$ cat src/verilog/esmp_map.svh
// constants of the edo / sdram memory port: widths, timing, address layout
`ifndef ESMP_MAP_SVH
`define ESMP_MAP_SVH

// ****************************************************************
// bus widths
// ****************************************************************
`define ESMP_ADDR_W 14
`define ESMP_DATA_W 32
`define ESMP_LANES 4
`define ESMP_COL_W 12
`define ESMP_EDO_ROW_W 12
`define ESMP_SEL_W 4

// ****************************************************************
// select vector bit positions
// ****************************************************************
`define ESMP_SEL_B0_LOW 0
`define ESMP_SEL_B1_LOW 1
`define ESMP_SEL_B0_HIGH 2
`define ESMP_SEL_B1_HIGH 3

// ****************************************************************
// sdram column phase: auto precharge address bit
// ****************************************************************
`define ESMP_AP_BIT 10

// ****************************************************************
// timing
// ****************************************************************
`define ESMP_CORE_CLK_NS 100
`define ESMP_MEM_CLK_NS 800
`define ESMP_MEM_CLK_DIV (`ESMP_MEM_CLK_NS / `ESMP_CORE_CLK_NS)
`define ESMP_MEM_CLK_HALF (`ESMP_MEM_CLK_DIV / 2)
`define ESMP_PHASE_W 3
`define ESMP_LAUNCH_PHASE (`ESMP_MEM_CLK_HALF - 1)
`define ESMP_CAS_LATENCY 2
`define ESMP_EDO_LATENCY 1
`define ESMP_CNT_W 2

// ****************************************************************
// reset values
// ****************************************************************
`define ESMP_RST_SEL_N 4'hf
`define ESMP_RST_LANES 4'hf
`define ESMP_RST_PHASE 3'h7

`endif

$ cat src/verilog/esmp_pkg.sv
// types of the edo / sdram memory port
package esmp_pkg;

   // ****************************************************************
   // access sequencer states, one-hot
   // ****************************************************************
   typedef enum logic [4:0] {
      ST_IDLE = 5'h01,
      ST_PEND = 5'h02,
      ST_ROW  = 5'h04,
      ST_COL  = 5'h08,
      ST_REST = 5'h10
   } esmp_state_e;

   // ****************************************************************
   // sdram command as {row strobe, column strobe, write strobe}
   // ****************************************************************
   typedef enum logic [2:0] {
      CMD_NOP    = 3'h7,
      CMD_ACTIVE = 3'h3,
      CMD_READ   = 3'h5,
      CMD_WRITE  = 3'h4
   } esmp_cmd_e;

endpackage

$ cat src/verilog/esmp_mem_port.sv
// edo dram / sdram external memory port: strobes, address, data, clock
`timescale 1ns/1ns
`include "esmp_map.svh"

// Functional notes
// - in edo mode the low bank selects are row strobes latching the row.
// - in edo mode each row strobe selects exactly one of two banks.
// - in sdram mode the same outputs are chip selects gating the decoder.
// - in sdram mode with a dimm fitted, high-word selects mark upper 32-bit accesses.
// - each sdram command is the level set of row, column, write, select.
// - the write strobe is low on every write cycle and high on reads.
// - in edo mode the four lane strobes latch the column address.
// - in edo mode only the lanes to be accessed get a column strobe.
// - in sdram mode lanes are write data masks and read output enables.
// - row and column addresses share one fourteen-line address bus.
// - the port drives the 32-line data bus on writes, memory on reads.
// - a clock-enable output gates the memory clock inside the sdram.
// - the memory clock is output and memory signals refer to its rise.
module esmp_mem_port (
   // clock and reset
   input wire logic CORE_CLK,
   input wire logic RSTN,
   // configuration
   input wire logic MODE_SDRAM,
   input wire logic DIMM_FITTED,
   input wire logic CLK_SUSPEND,
   // access request
   input wire logic REQ_VALID,
   input wire logic REQ_WRITE,
   input wire logic REQ_BANK,
   input wire logic REQ_HIGH_WORD,
   input wire logic [`ESMP_ADDR_W-1:0] REQ_ROW,
   input wire logic [`ESMP_COL_W-1:0] REQ_COL,
   input wire logic [`ESMP_LANES-1:0] REQ_BYTE_EN,
   input wire logic [`ESMP_DATA_W-1:0] REQ_WDATA,
   output logic REQ_READY,
   // read answer
   output logic RSP_VALID,
   output logic [`ESMP_DATA_W-1:0] RSP_RDATA,
   // memory clock
   output logic MEM_CLK,
   output logic MEM_CKE,
   // selects and strobes
   output logic BANK0_SELECT_LOW_N,
   output logic BANK1_SELECT_LOW_N,
   output logic BANK0_SELECT_HIGH_WORD_N,
   output logic BANK1_SELECT_HIGH_WORD_N,
   output logic ROW_STROBE_N,
   output logic COL_STROBE_N,
   output logic WRITE_STROBE_N,
   output logic [`ESMP_LANES-1:0] BYTE_LANE_STROBE_MASK,
   // address and data
   output logic [`ESMP_ADDR_W-1:0] MEM_ADDR_MUX,
   input wire logic [`ESMP_DATA_W-1:0] MEM_DATA_BUS_I,
   output logic [`ESMP_DATA_W-1:0] MEM_DATA_BUS_O,
   output logic MEM_DATA_BUS_OE
);

   // ****************************************************************
   // helper functions
   // ****************************************************************

   // active-high select vector for one bank and word half
   function automatic logic [`ESMP_SEL_W-1:0] sel_vec(
      input logic sdram, input logic bank,
      input logic high, input logic dimm
   );
      logic [`ESMP_SEL_W-1:0] v;
      v = '0;
      if (sdram && dimm && high) begin
         v[bank ? `ESMP_SEL_B1_HIGH : `ESMP_SEL_B0_HIGH] = 1'b1;
      end else begin
         v[bank ? `ESMP_SEL_B1_LOW : `ESMP_SEL_B0_LOW] = 1'b1;
      end
      return v;
   endfunction

   // row phase address; edo parts only decode the low twelve lines
   function automatic logic [`ESMP_ADDR_W-1:0] row_addr(
      input logic sdram,
      input logic [`ESMP_ADDR_W-1:0] row
   );
      logic [`ESMP_ADDR_W-1:0] a;
      a = sdram ? row : {2'h0, row[`ESMP_EDO_ROW_W-1:0]};
      return a;
   endfunction

   // column phase address; sdram moves bit 10 up for auto precharge
   function automatic logic [`ESMP_ADDR_W-1:0] col_addr(
      input logic sdram,
      input logic [`ESMP_COL_W-1:0] col
   );
      logic [`ESMP_ADDR_W-1:0] a;
      a = sdram ? {2'h0, col[`ESMP_AP_BIT], 1'b1, col[`ESMP_AP_BIT-1:0]}
         : {2'h0, col};
      return a;
   endfunction

   // ****************************************************************
   // memory clock divider
   // ****************************************************************
   logic [`ESMP_PHASE_W-1:0] phase_ff, nxt_phase;
   logic mclk_ff, nxt_mclk, tick;

   // high for the first half period; rising edge at phase zero
   always_comb begin
      nxt_phase = phase_ff + 3'h1;
      nxt_mclk = (nxt_phase < `ESMP_PHASE_W'(`ESMP_MEM_CLK_HALF));
   end

   always_ff @(posedge CORE_CLK or negedge RSTN) begin
      if (!RSTN) begin
         phase_ff <= `ESMP_RST_PHASE; // wraps first, so no short high half
         mclk_ff <= 1'b0;
      end else begin
         phase_ff <= nxt_phase;
         mclk_ff <= nxt_mclk;
      end
   end

   // launch on the falling edge so signals settle before the next rise
   assign tick = (phase_ff == `ESMP_PHASE_W'(`ESMP_LAUNCH_PHASE));

   // ****************************************************************
   // read data pins into the core clock domain
   // ****************************************************************
   logic [`ESMP_DATA_W-1:0] din_sync;

   esmp_sync2 #(.WIDTH(`ESMP_DATA_W)) u_din_sync (.clk(CORE_CLK),
      .rst_n(RSTN), .async_in(MEM_DATA_BUS_I), .sync_out(din_sync));

   // ****************************************************************
   // access sequencer
   // ****************************************************************
   esmp_pkg::esmp_state_e state_ff;
   esmp_pkg::esmp_state_e nxt_state;
   logic sdram_ff, nxt_sdram;
   logic wr_ff, nxt_wr;
   logic [`ESMP_SEL_W-1:0] selv_ff, nxt_selv;
   logic [`ESMP_ADDR_W-1:0] row_ff, nxt_row;
   logic [`ESMP_COL_W-1:0] col_ff, nxt_col;
   logic [`ESMP_LANES-1:0] be_ff, nxt_be;
   logic [`ESMP_CNT_W-1:0] cnt_ff, nxt_cnt;
   logic cke_ff, nxt_cke;
   logic [`ESMP_SEL_W-1:0] sel_n_ff, nxt_sel_n;
   logic [2:0] cmd_ff, nxt_cmd;
   logic [`ESMP_LANES-1:0] lane_ff, nxt_lane;
   logic [`ESMP_ADDR_W-1:0] addr_ff, nxt_addr;
   logic [`ESMP_DATA_W-1:0] dout_ff, nxt_dout;
   logic oe_ff, nxt_oe;
   logic ready_ff, nxt_ready;
   logic rsp_valid_ff, nxt_rsp_valid;
   logic [`ESMP_DATA_W-1:0] rdata_ff, nxt_rdata;
   logic take;
   assign take = REQ_VALID && ready_ff;

   // next values of the whole sequencer; strobes, selects, address and enables only move on a tick
   always_comb begin
      nxt_state = state_ff;
      nxt_sdram = sdram_ff;
      nxt_wr = wr_ff;
      nxt_selv = selv_ff;
      nxt_row = row_ff;
      nxt_col = col_ff;
      nxt_be = be_ff;
      nxt_cnt = cnt_ff;
      nxt_cke = cke_ff;
      nxt_sel_n = sel_n_ff;
      nxt_cmd = cmd_ff;
      nxt_lane = lane_ff;
      nxt_addr = addr_ff;
      nxt_dout = dout_ff;
      nxt_oe = oe_ff;
      nxt_ready = ready_ff;
      nxt_rsp_valid = 1'b0;
      nxt_rdata = rdata_ff;
      // clock enable only drops while idle, never inside an access
      if (tick) begin
         nxt_cke = !(CLK_SUSPEND &&
            state_ff == esmp_pkg::ST_IDLE);
      end
      case (state_ff)
         esmp_pkg::ST_IDLE: begin
            nxt_ready = 1'b1; // idle always offers; a take withdraws it
            if (take) begin
               // mode is latched per access so a change never splits one
               nxt_sdram = MODE_SDRAM;
               nxt_wr = REQ_WRITE;
               nxt_selv = sel_vec(MODE_SDRAM, REQ_BANK, REQ_HIGH_WORD,
                  DIMM_FITTED);
               nxt_row = REQ_ROW;
               nxt_col = REQ_COL;
               nxt_be = REQ_BYTE_EN;
               nxt_dout = REQ_WDATA;
               nxt_ready = 1'b0;
               nxt_state = esmp_pkg::ST_PEND;
            end
         end
         esmp_pkg::ST_PEND: begin
            // row phase: edo row strobe or sdram activate
            if (tick && cke_ff) begin
               nxt_sel_n = ~selv_ff;
               nxt_addr = row_addr(sdram_ff, row_ff);
               nxt_cmd = sdram_ff ? esmp_pkg::CMD_ACTIVE
                  : esmp_pkg::CMD_NOP;
               nxt_state = esmp_pkg::ST_ROW;
            end
         end
         esmp_pkg::ST_ROW: begin
            // column phase with data, lanes and write strobe
            if (tick) begin
               nxt_addr = col_addr(sdram_ff, col_ff);
               nxt_oe = wr_ff;
               nxt_cnt = sdram_ff ? `ESMP_CNT_W'(`ESMP_CAS_LATENCY)
                  : `ESMP_CNT_W'(`ESMP_EDO_LATENCY);
               if (sdram_ff) begin
                  nxt_cmd = wr_ff ? esmp_pkg::CMD_WRITE
                     : esmp_pkg::CMD_READ;
                  nxt_lane = ~be_ff;
               end else begin
                  // rows stay strobed, lanes strobe the column
                  nxt_cmd = wr_ff ? 3'h6 : esmp_pkg::CMD_NOP;
                  nxt_lane = ~be_ff;
               end
               nxt_state = esmp_pkg::ST_COL;
            end
         end
         esmp_pkg::ST_COL: begin
            if (tick) begin
               // sdram commands last one memory clock, then deselect
               if (sdram_ff) begin
                  nxt_sel_n = `ESMP_RST_SEL_N;
                  nxt_cmd = esmp_pkg::CMD_NOP;
                  if (wr_ff) begin
                     nxt_lane = `ESMP_RST_LANES;
                  end
               end
               nxt_oe = 1'b0;
               if (cnt_ff == `ESMP_CNT_W'(1)) begin
                  // synced copy holds what the pins showed at the rise
                  if (!wr_ff) begin
                     nxt_rdata = din_sync;
                     nxt_rsp_valid = 1'b1;
                  end
                  nxt_sel_n = `ESMP_RST_SEL_N;
                  nxt_cmd = esmp_pkg::CMD_NOP;
                  nxt_lane = `ESMP_RST_LANES;
                  nxt_state = esmp_pkg::ST_REST;
               end else begin
                  nxt_cnt = cnt_ff - `ESMP_CNT_W'(1);
               end
            end
         end
         esmp_pkg::ST_REST: begin
            // one memory clock of precharge before the next access
            if (tick) begin
               nxt_ready = 1'b1;
               nxt_state = esmp_pkg::ST_IDLE;
            end
         end
         default: begin
            nxt_sel_n = `ESMP_RST_SEL_N;
            nxt_cmd = esmp_pkg::CMD_NOP;
            nxt_lane = `ESMP_RST_LANES;
            nxt_oe = 1'b0;
            nxt_ready = 1'b1;
            nxt_state = esmp_pkg::ST_IDLE;
         end
      endcase
   end

   // strobes come out of reset deasserted
   always_ff @(posedge CORE_CLK or negedge RSTN) begin
      if (!RSTN) begin
         state_ff <= esmp_pkg::ST_IDLE;
         sdram_ff <= 1'b0;
         wr_ff <= 1'b0;
         selv_ff <= '0;
         row_ff <= '0;
         col_ff <= '0;
         be_ff <= '0;
         cnt_ff <= '0;
         cke_ff <= 1'b0;
         sel_n_ff <= `ESMP_RST_SEL_N;
         cmd_ff <= esmp_pkg::CMD_NOP;
         lane_ff <= `ESMP_RST_LANES;
         addr_ff <= '0;
         dout_ff <= '0;
         oe_ff <= 1'b0;
         ready_ff <= 1'b0;
         rsp_valid_ff <= 1'b0;
         rdata_ff <= '0;
      end else begin
         state_ff <= nxt_state;
         sdram_ff <= nxt_sdram;
         wr_ff <= nxt_wr;
         selv_ff <= nxt_selv;
         row_ff <= nxt_row;
         col_ff <= nxt_col;
         be_ff <= nxt_be;
         cnt_ff <= nxt_cnt;
         cke_ff <= nxt_cke;
         sel_n_ff <= nxt_sel_n;
         cmd_ff <= nxt_cmd;
         lane_ff <= nxt_lane;
         addr_ff <= nxt_addr;
         dout_ff <= nxt_dout;
         oe_ff <= nxt_oe;
         ready_ff <= nxt_ready;
         rsp_valid_ff <= nxt_rsp_valid;
         rdata_ff <= nxt_rdata;
      end
   end

   // ****************************************************************
   // outputs, each straight from a flip-flop
   // ****************************************************************
   assign REQ_READY = ready_ff;
   assign RSP_VALID = rsp_valid_ff;
   assign RSP_RDATA = rdata_ff;
   assign MEM_CLK = mclk_ff;
   assign MEM_CKE = cke_ff;
   assign BANK0_SELECT_LOW_N = sel_n_ff[`ESMP_SEL_B0_LOW];
   assign BANK1_SELECT_LOW_N = sel_n_ff[`ESMP_SEL_B1_LOW];
   assign BANK0_SELECT_HIGH_WORD_N = sel_n_ff[`ESMP_SEL_B0_HIGH];
   assign BANK1_SELECT_HIGH_WORD_N = sel_n_ff[`ESMP_SEL_B1_HIGH];
   assign ROW_STROBE_N = cmd_ff[2];
   assign COL_STROBE_N = cmd_ff[1];
   assign WRITE_STROBE_N = cmd_ff[0];
   assign BYTE_LANE_STROBE_MASK = lane_ff;
   assign MEM_ADDR_MUX = addr_ff;
   assign MEM_DATA_BUS_O = dout_ff;
   assign MEM_DATA_BUS_OE = oe_ff;

endmodule

$ cat src/verilog/esmp_sync2.sv
// two flip-flop synchroniser for a group of pin inputs
`timescale 1ns/1ns

module esmp_sync2 #(
   parameter int WIDTH = 32
) (
   // clock and reset
   input wire logic clk,
   input wire logic rst_n,
   // asynchronous input and its synchronised copy
   input wire logic [WIDTH-1:0] async_in,
   output logic [WIDTH-1:0] sync_out
);

   logic [WIDTH-1:0] meta_ff;
   logic [WIDTH-1:0] sync_ff;

   // first stage feeds only the second stage
   always_ff @(posedge clk or negedge rst_n) begin
      if (!rst_n) begin
         meta_ff <= '0;
         sync_ff <= '0;
      end else begin
         meta_ff <= async_in;
         sync_ff <= meta_ff;
      end
   end

   assign sync_out = sync_ff;

endmodule

$ cat config.mk
export PLATFORM = sky130hd
export DESIGN_NAME = esmp_mem_port
export DESIGN_NICKNAME = d
export VERILOG_FILES = /design/src/verilog/esmp_pkg.sv /design/src/verilog/esmp_mem_port.sv /design/src/verilog/esmp_sync2.sv
export VERILOG_INCLUDE_DIRS = /design/src /design/src/verilog
export SDC_FILE = /design/constraint.sdc
export NUM_CORES = 1
export LEC_CHECK = 0
export BUFFER_PORTS_ARGS = -buffer_cell sky130_fd_sc_hd__clkbuf_2
export CORE_MARGIN = 3
export CORE_UTILIZATION = 45
export CTS_CLUSTER_DIAMETER = 40
export DETAILED_ROUTE_END_ITERATION = 10
export PLACE_DENSITY = 0.69
export SLEW_MARGIN = 0
export SYNTH_ARGS = -nofsm -noshare
export SYNTH_HDL_FRONTEND = slang
export SYNTH_HIERARCHICAL = 1
export SYNTH_SLANG_ARGS = --single-unit
$ cat constraint.sdc
create_clock -name CORE_CLK -period 2.9 [get_ports CORE_CLK]
set_clock_uncertainty 0.1 [all_clocks]
set_input_delay 0.145 -clock CORE_CLK [delete_from_list [all_inputs] [get_ports CORE_CLK]]
set_output_delay 0.145 -clock CORE_CLK [all_outputs]
set_load 0.005 [all_outputs]
==> impl_results.md <==
* Top cell type's share of synthesized area at 63.15%
* Number of gates given a new drive strength after cts at 0
* Type of the worst min-delay path: in2async
* Area grow syn2layout at 42.50%
* Leakage at 5.164 nW
* Sequential element share of the synthesized area at 68.41%
* Max-slew violation total from the final report at 0
* Global placer's final weighted congestion at between 0.8 and 0.9
* Final Cycle Share at 86.58%
* Later-pin clock latency in the skew report at 0.52 ns
* Most common cell in the synthesized netlist: sky130_fd_sc_hd__dfrtp_1
* Synthesized instance count at 459
* Clock edge transition at the registers on the reported setup and hold paths at 0.06 ns
* Largest net degree at the start of global routing at 85
* TritonCTS buffer count at 28
* Netlist area before placement at approximately 0.0075 mm2
* Syn avg cell area at 16.32 um2
* Height of the die at 135.0 um
* Post-synthesis async set-or-reset flop share at 100.0%
* Via count of the routed design at 4903
* Synth Net Count at 565
* Io pins at 197
* Maximum clock rate at 398.3 MHz
* Final cell count without fillers at 1016
* Number of max-cap violations at 0
* Diode insertion count for antenna repair at 0
* Result of the run: finished, final reports clean
* Number of setup violations in the final report at 0
* Largest area contributor in the netlist: sky130_fd_sc_hd__dfrtp_1
* Largest vdd supply drop at 0.6217 mV
* Total global-route track usage at 18.25%
* Bufs and invs on worst path at 2
* H-Tree Depth at 1
* Count of flip-flops with a built-in enable after synthesis at 0
* Switching share of total power at 26.80%
* Ys flop type: sky130_fd_sc_hd__dfrtp_1
* Average wire length per cell after detail routing at 16.34 um
* Cell with the largest stage delay on the worst path: sky130_fd_sc_hd__dlygate4sd3_1
* Internal portion of total power at 6.696 mW
* Critical Path AT at 2.86 ns
* Critical path class: reg2reg
* Pre-CTS setup slack at roughly 0.43 ns
* Part of the total power dissipated in the clock network at a little over a third
* Number of distinct library cells after synthesis at 38
* Fraction of layout instances using a drive strength above 1 at 50.75%
* Pwr Density at 857.1 mW/mm2
* Slew Limit Headroom at between 40% and 50%
* Synthesis-stage register bit count at a little over 200
* Net total in the final layout at 884
* Wire length of the first global-routing pass at 26840 um
* Portion of total power attributed to combinational logic at around a fifth
* Buffer type at the clock tree root: sky130_fd_sc_hd__clkbuf_16
* Top cells by area, synth: sky130_fd_sc_hd__dfrtp_1, sky130_fd_sc_hd__mux2_2, sky130_fd_sc_hd__mux2_4
* Top post-synthesis cells by count: sky130_fd_sc_hd__dfrtp_1, sky130_fd_sc_hd__mux2_2, sky130_fd_sc_hd__mux2_4, sky130_fd_sc_hd__nand2_1, sky130_fd_sc_hd__dfstp_2
* Element type at the critical path end: flop
* First-iteration detailed-routing DRC count at 201
* Via density per instance at 4.826
* Number of port buffers at 196
* Number of sinks on the clock net at 204
* Fraction of power consumed by sequential logic at 42.8%
* Overall power consumption at 9.148 mW
* Count of endpoints failing hold in the final timing report at 0
* Total Routed Length at between 15000 and 20000 um
* Critical path cell sequence: nor3_1 -> nand4_1 -> buf_4 -> o31ai_1 -> dlygate4sd3_1
* Element type at the critical path start: flop
* Setup TNS at 0 ns
* Pre-Repair DR Iteration Count at 4
* Via count of the first global-routing pass at about 5400
* Placed Instances at ~860
* Clock tree from TritonCTS: built
* Overflow left after global routing at 0
* Final HPWL from detailed placement at ~11000 um
* Largest fanout on the critical path at 49
* Core footprint at 0.01606 mm2
* Maximum cell stage delay along the critical path at 0.57 ns
* Worst hold margin at 0.1085 ns
* Pin slew with the least headroom to its limit at 0.8489 ns
* Number of warnings printed during yosys synthesis at 6
* Residual antenna-violating net count after detailed routing at 0
* Die outline area at 0.01823 mm2
* Die outline width at 135.0 um
* Number of rows in the core area at 46
* Worst Setup Slack, final at 0.3892 ns
* RSZ-0062 raised after global routing: false
* Number of antenna violations at the first check in global routing at 0
* Cell family contributing the most delay on the critical path: buffers and inverters
* R2R setup slack at between 0.3 and 0.4 ns
* Drc violations at 0
* Largest buffer count on any clock path at 3
* Starting utilization of the core area at 46.64%
* Psw at between 2 and 2.5 mW
* Time the final worst path needs with I/O delays and setup at 2.511 ns
* Required time at the worst-slack endpoint at approximately 3.3 ns
power groups by stage:
stage	Combinational, mW	Clock, mW	Sequential [mW]
6_report	1.89	3.34	3.91
5_1_grt	2.09	3.57	4.00
4_1_cts	1.92	3.43	3.90
3_5_place_dp	1.80	0	3.94
3_3_place_gp	1.72	0	3.90
2_1_floorplan	1.11	0	3.86
routing by layer:
layer | track usage (%) | up-vias | routed length (um)
li1 | - | 2257 | -
met1 | 22.91 | 2413 | 6649
met2 | 30.99 | 197 | 8199
met3 | 5.253 | 36 | 1358
met4 | 5.375 | 0 | 394
met5 | 0 | - | 0
metrics by stage:
step	utilization [%]	instance area [um2]
detailed placement	54.04	8677
floorplan	-	7490
CTS	66.46	10670
global placement	54.04	8677
finish	66.46	10670
global route	66.46	10670
worst reg2reg max path: cells and delay by family (launching register included):
| kind | cells | cell delay, ns |
|---|---|---|
| simple gates | 2 | 0.62 |
| compound gates | 1 | 0.31 |
| flops | 1 | 0.51 |
| buf+inv | 2 | 0.91 |
placed cells by master, fill, tap and decap left out, types with 5 or more instances in the layout:
cell type	synthesis	layout
sky130_fd_sc_hd__dlygate4sd3_1	0	105
sky130_fd_sc_hd__o21ai_0	9	9
sky130_fd_sc_hd__dfstp_2	15	15
sky130_fd_sc_hd__inv_6	0	5
sky130_fd_sc_hd__nand3_1	9	9
sky130_fd_sc_hd__nor2_1	8	8
sky130_fd_sc_hd__nand4_1	6	6
sky130_fd_sc_hd__clkbuf_2	0	195
sky130_fd_sc_hd__clkbuf_16	0	29
sky130_fd_sc_hd__buf_4	0	7
sky130_fd_sc_hd__mux2_4	29	29
sky130_fd_sc_hd__nand2_1	19	19
sky130_fd_sc_hd__mux2_2	104	104
sky130_fd_sc_hd__inv_1	10	10
sky130_fd_sc_hd__dfrtp_1	189	189
flip-flops by register name, summed over array words and instances (netlist names), 2 cells and up:
signal / flops
MEM_DATA_BUS_O: 32
RSP_RDATA: 32
u_din_sync/meta_ff: 32
u_din_sync/sync_out: 32
MEM_ADDR_MUX: 14
row_ff: 14
col_ff: 12
state_ff: 5
BYTE_LANE_STROBE_MASK: 4
be_ff: 4
sel_n_ff: 4
selv_ff: 4
cmd_ff: 3
phase_ff: 3
cnt_ff: 2
worst paths after layout:
| check | from | end | cells after the start |
|---|---|---|---|
| hold reg to reg | u_din_sync/meta_ff[16] | u_din_sync/sync_out[16] | 0 |
| min in group CORE_CLK | MEM_DATA_BUS_I[13] | u_din_sync/meta_ff[13] | 2 |
| max in group asynchronous | RSTN | phase_ff[0] | 3 |
| hold / removal | RSTN | RSP_RDATA[21] | 2 |
| setup reg to reg | state_ff[2] | selv_ff[2] | 5 |
| setup / recovery | state_ff[2] | selv_ff[2] | 5 |
cells by family (layout without fill, tap and decap cells):
family	count (synthesis)	after routing	share of synthesized area, %
DFF	204	204	68.41
muxes	136	136	21.85
and+or+nand+nor	62	62	4.577
buffers and inverters	30	371	2.456
AOI/OAI and AO/OA	24	24	2.205
adders and majority gates	3	3	0.5012
cell type report:
type | count | area (um2)
inverter | 10 | 37.54
sequential | 204 | 5124
fill | 1139 | 5385
tap | 216 | 270.3
clock inverter | 19 | 203.9
timing repair buffer | 309 | 2113
clock buffer | 33 | 740.7
multi-input combinational | 225 | 2183
timing repair:
action                                 in CTS  in global routing
endpoints found under the hold margin     182                  0
setup buffers                               0                  0
hold buffers                              105                  0
No activity file was read; power rests on OpenSTA's default activity.
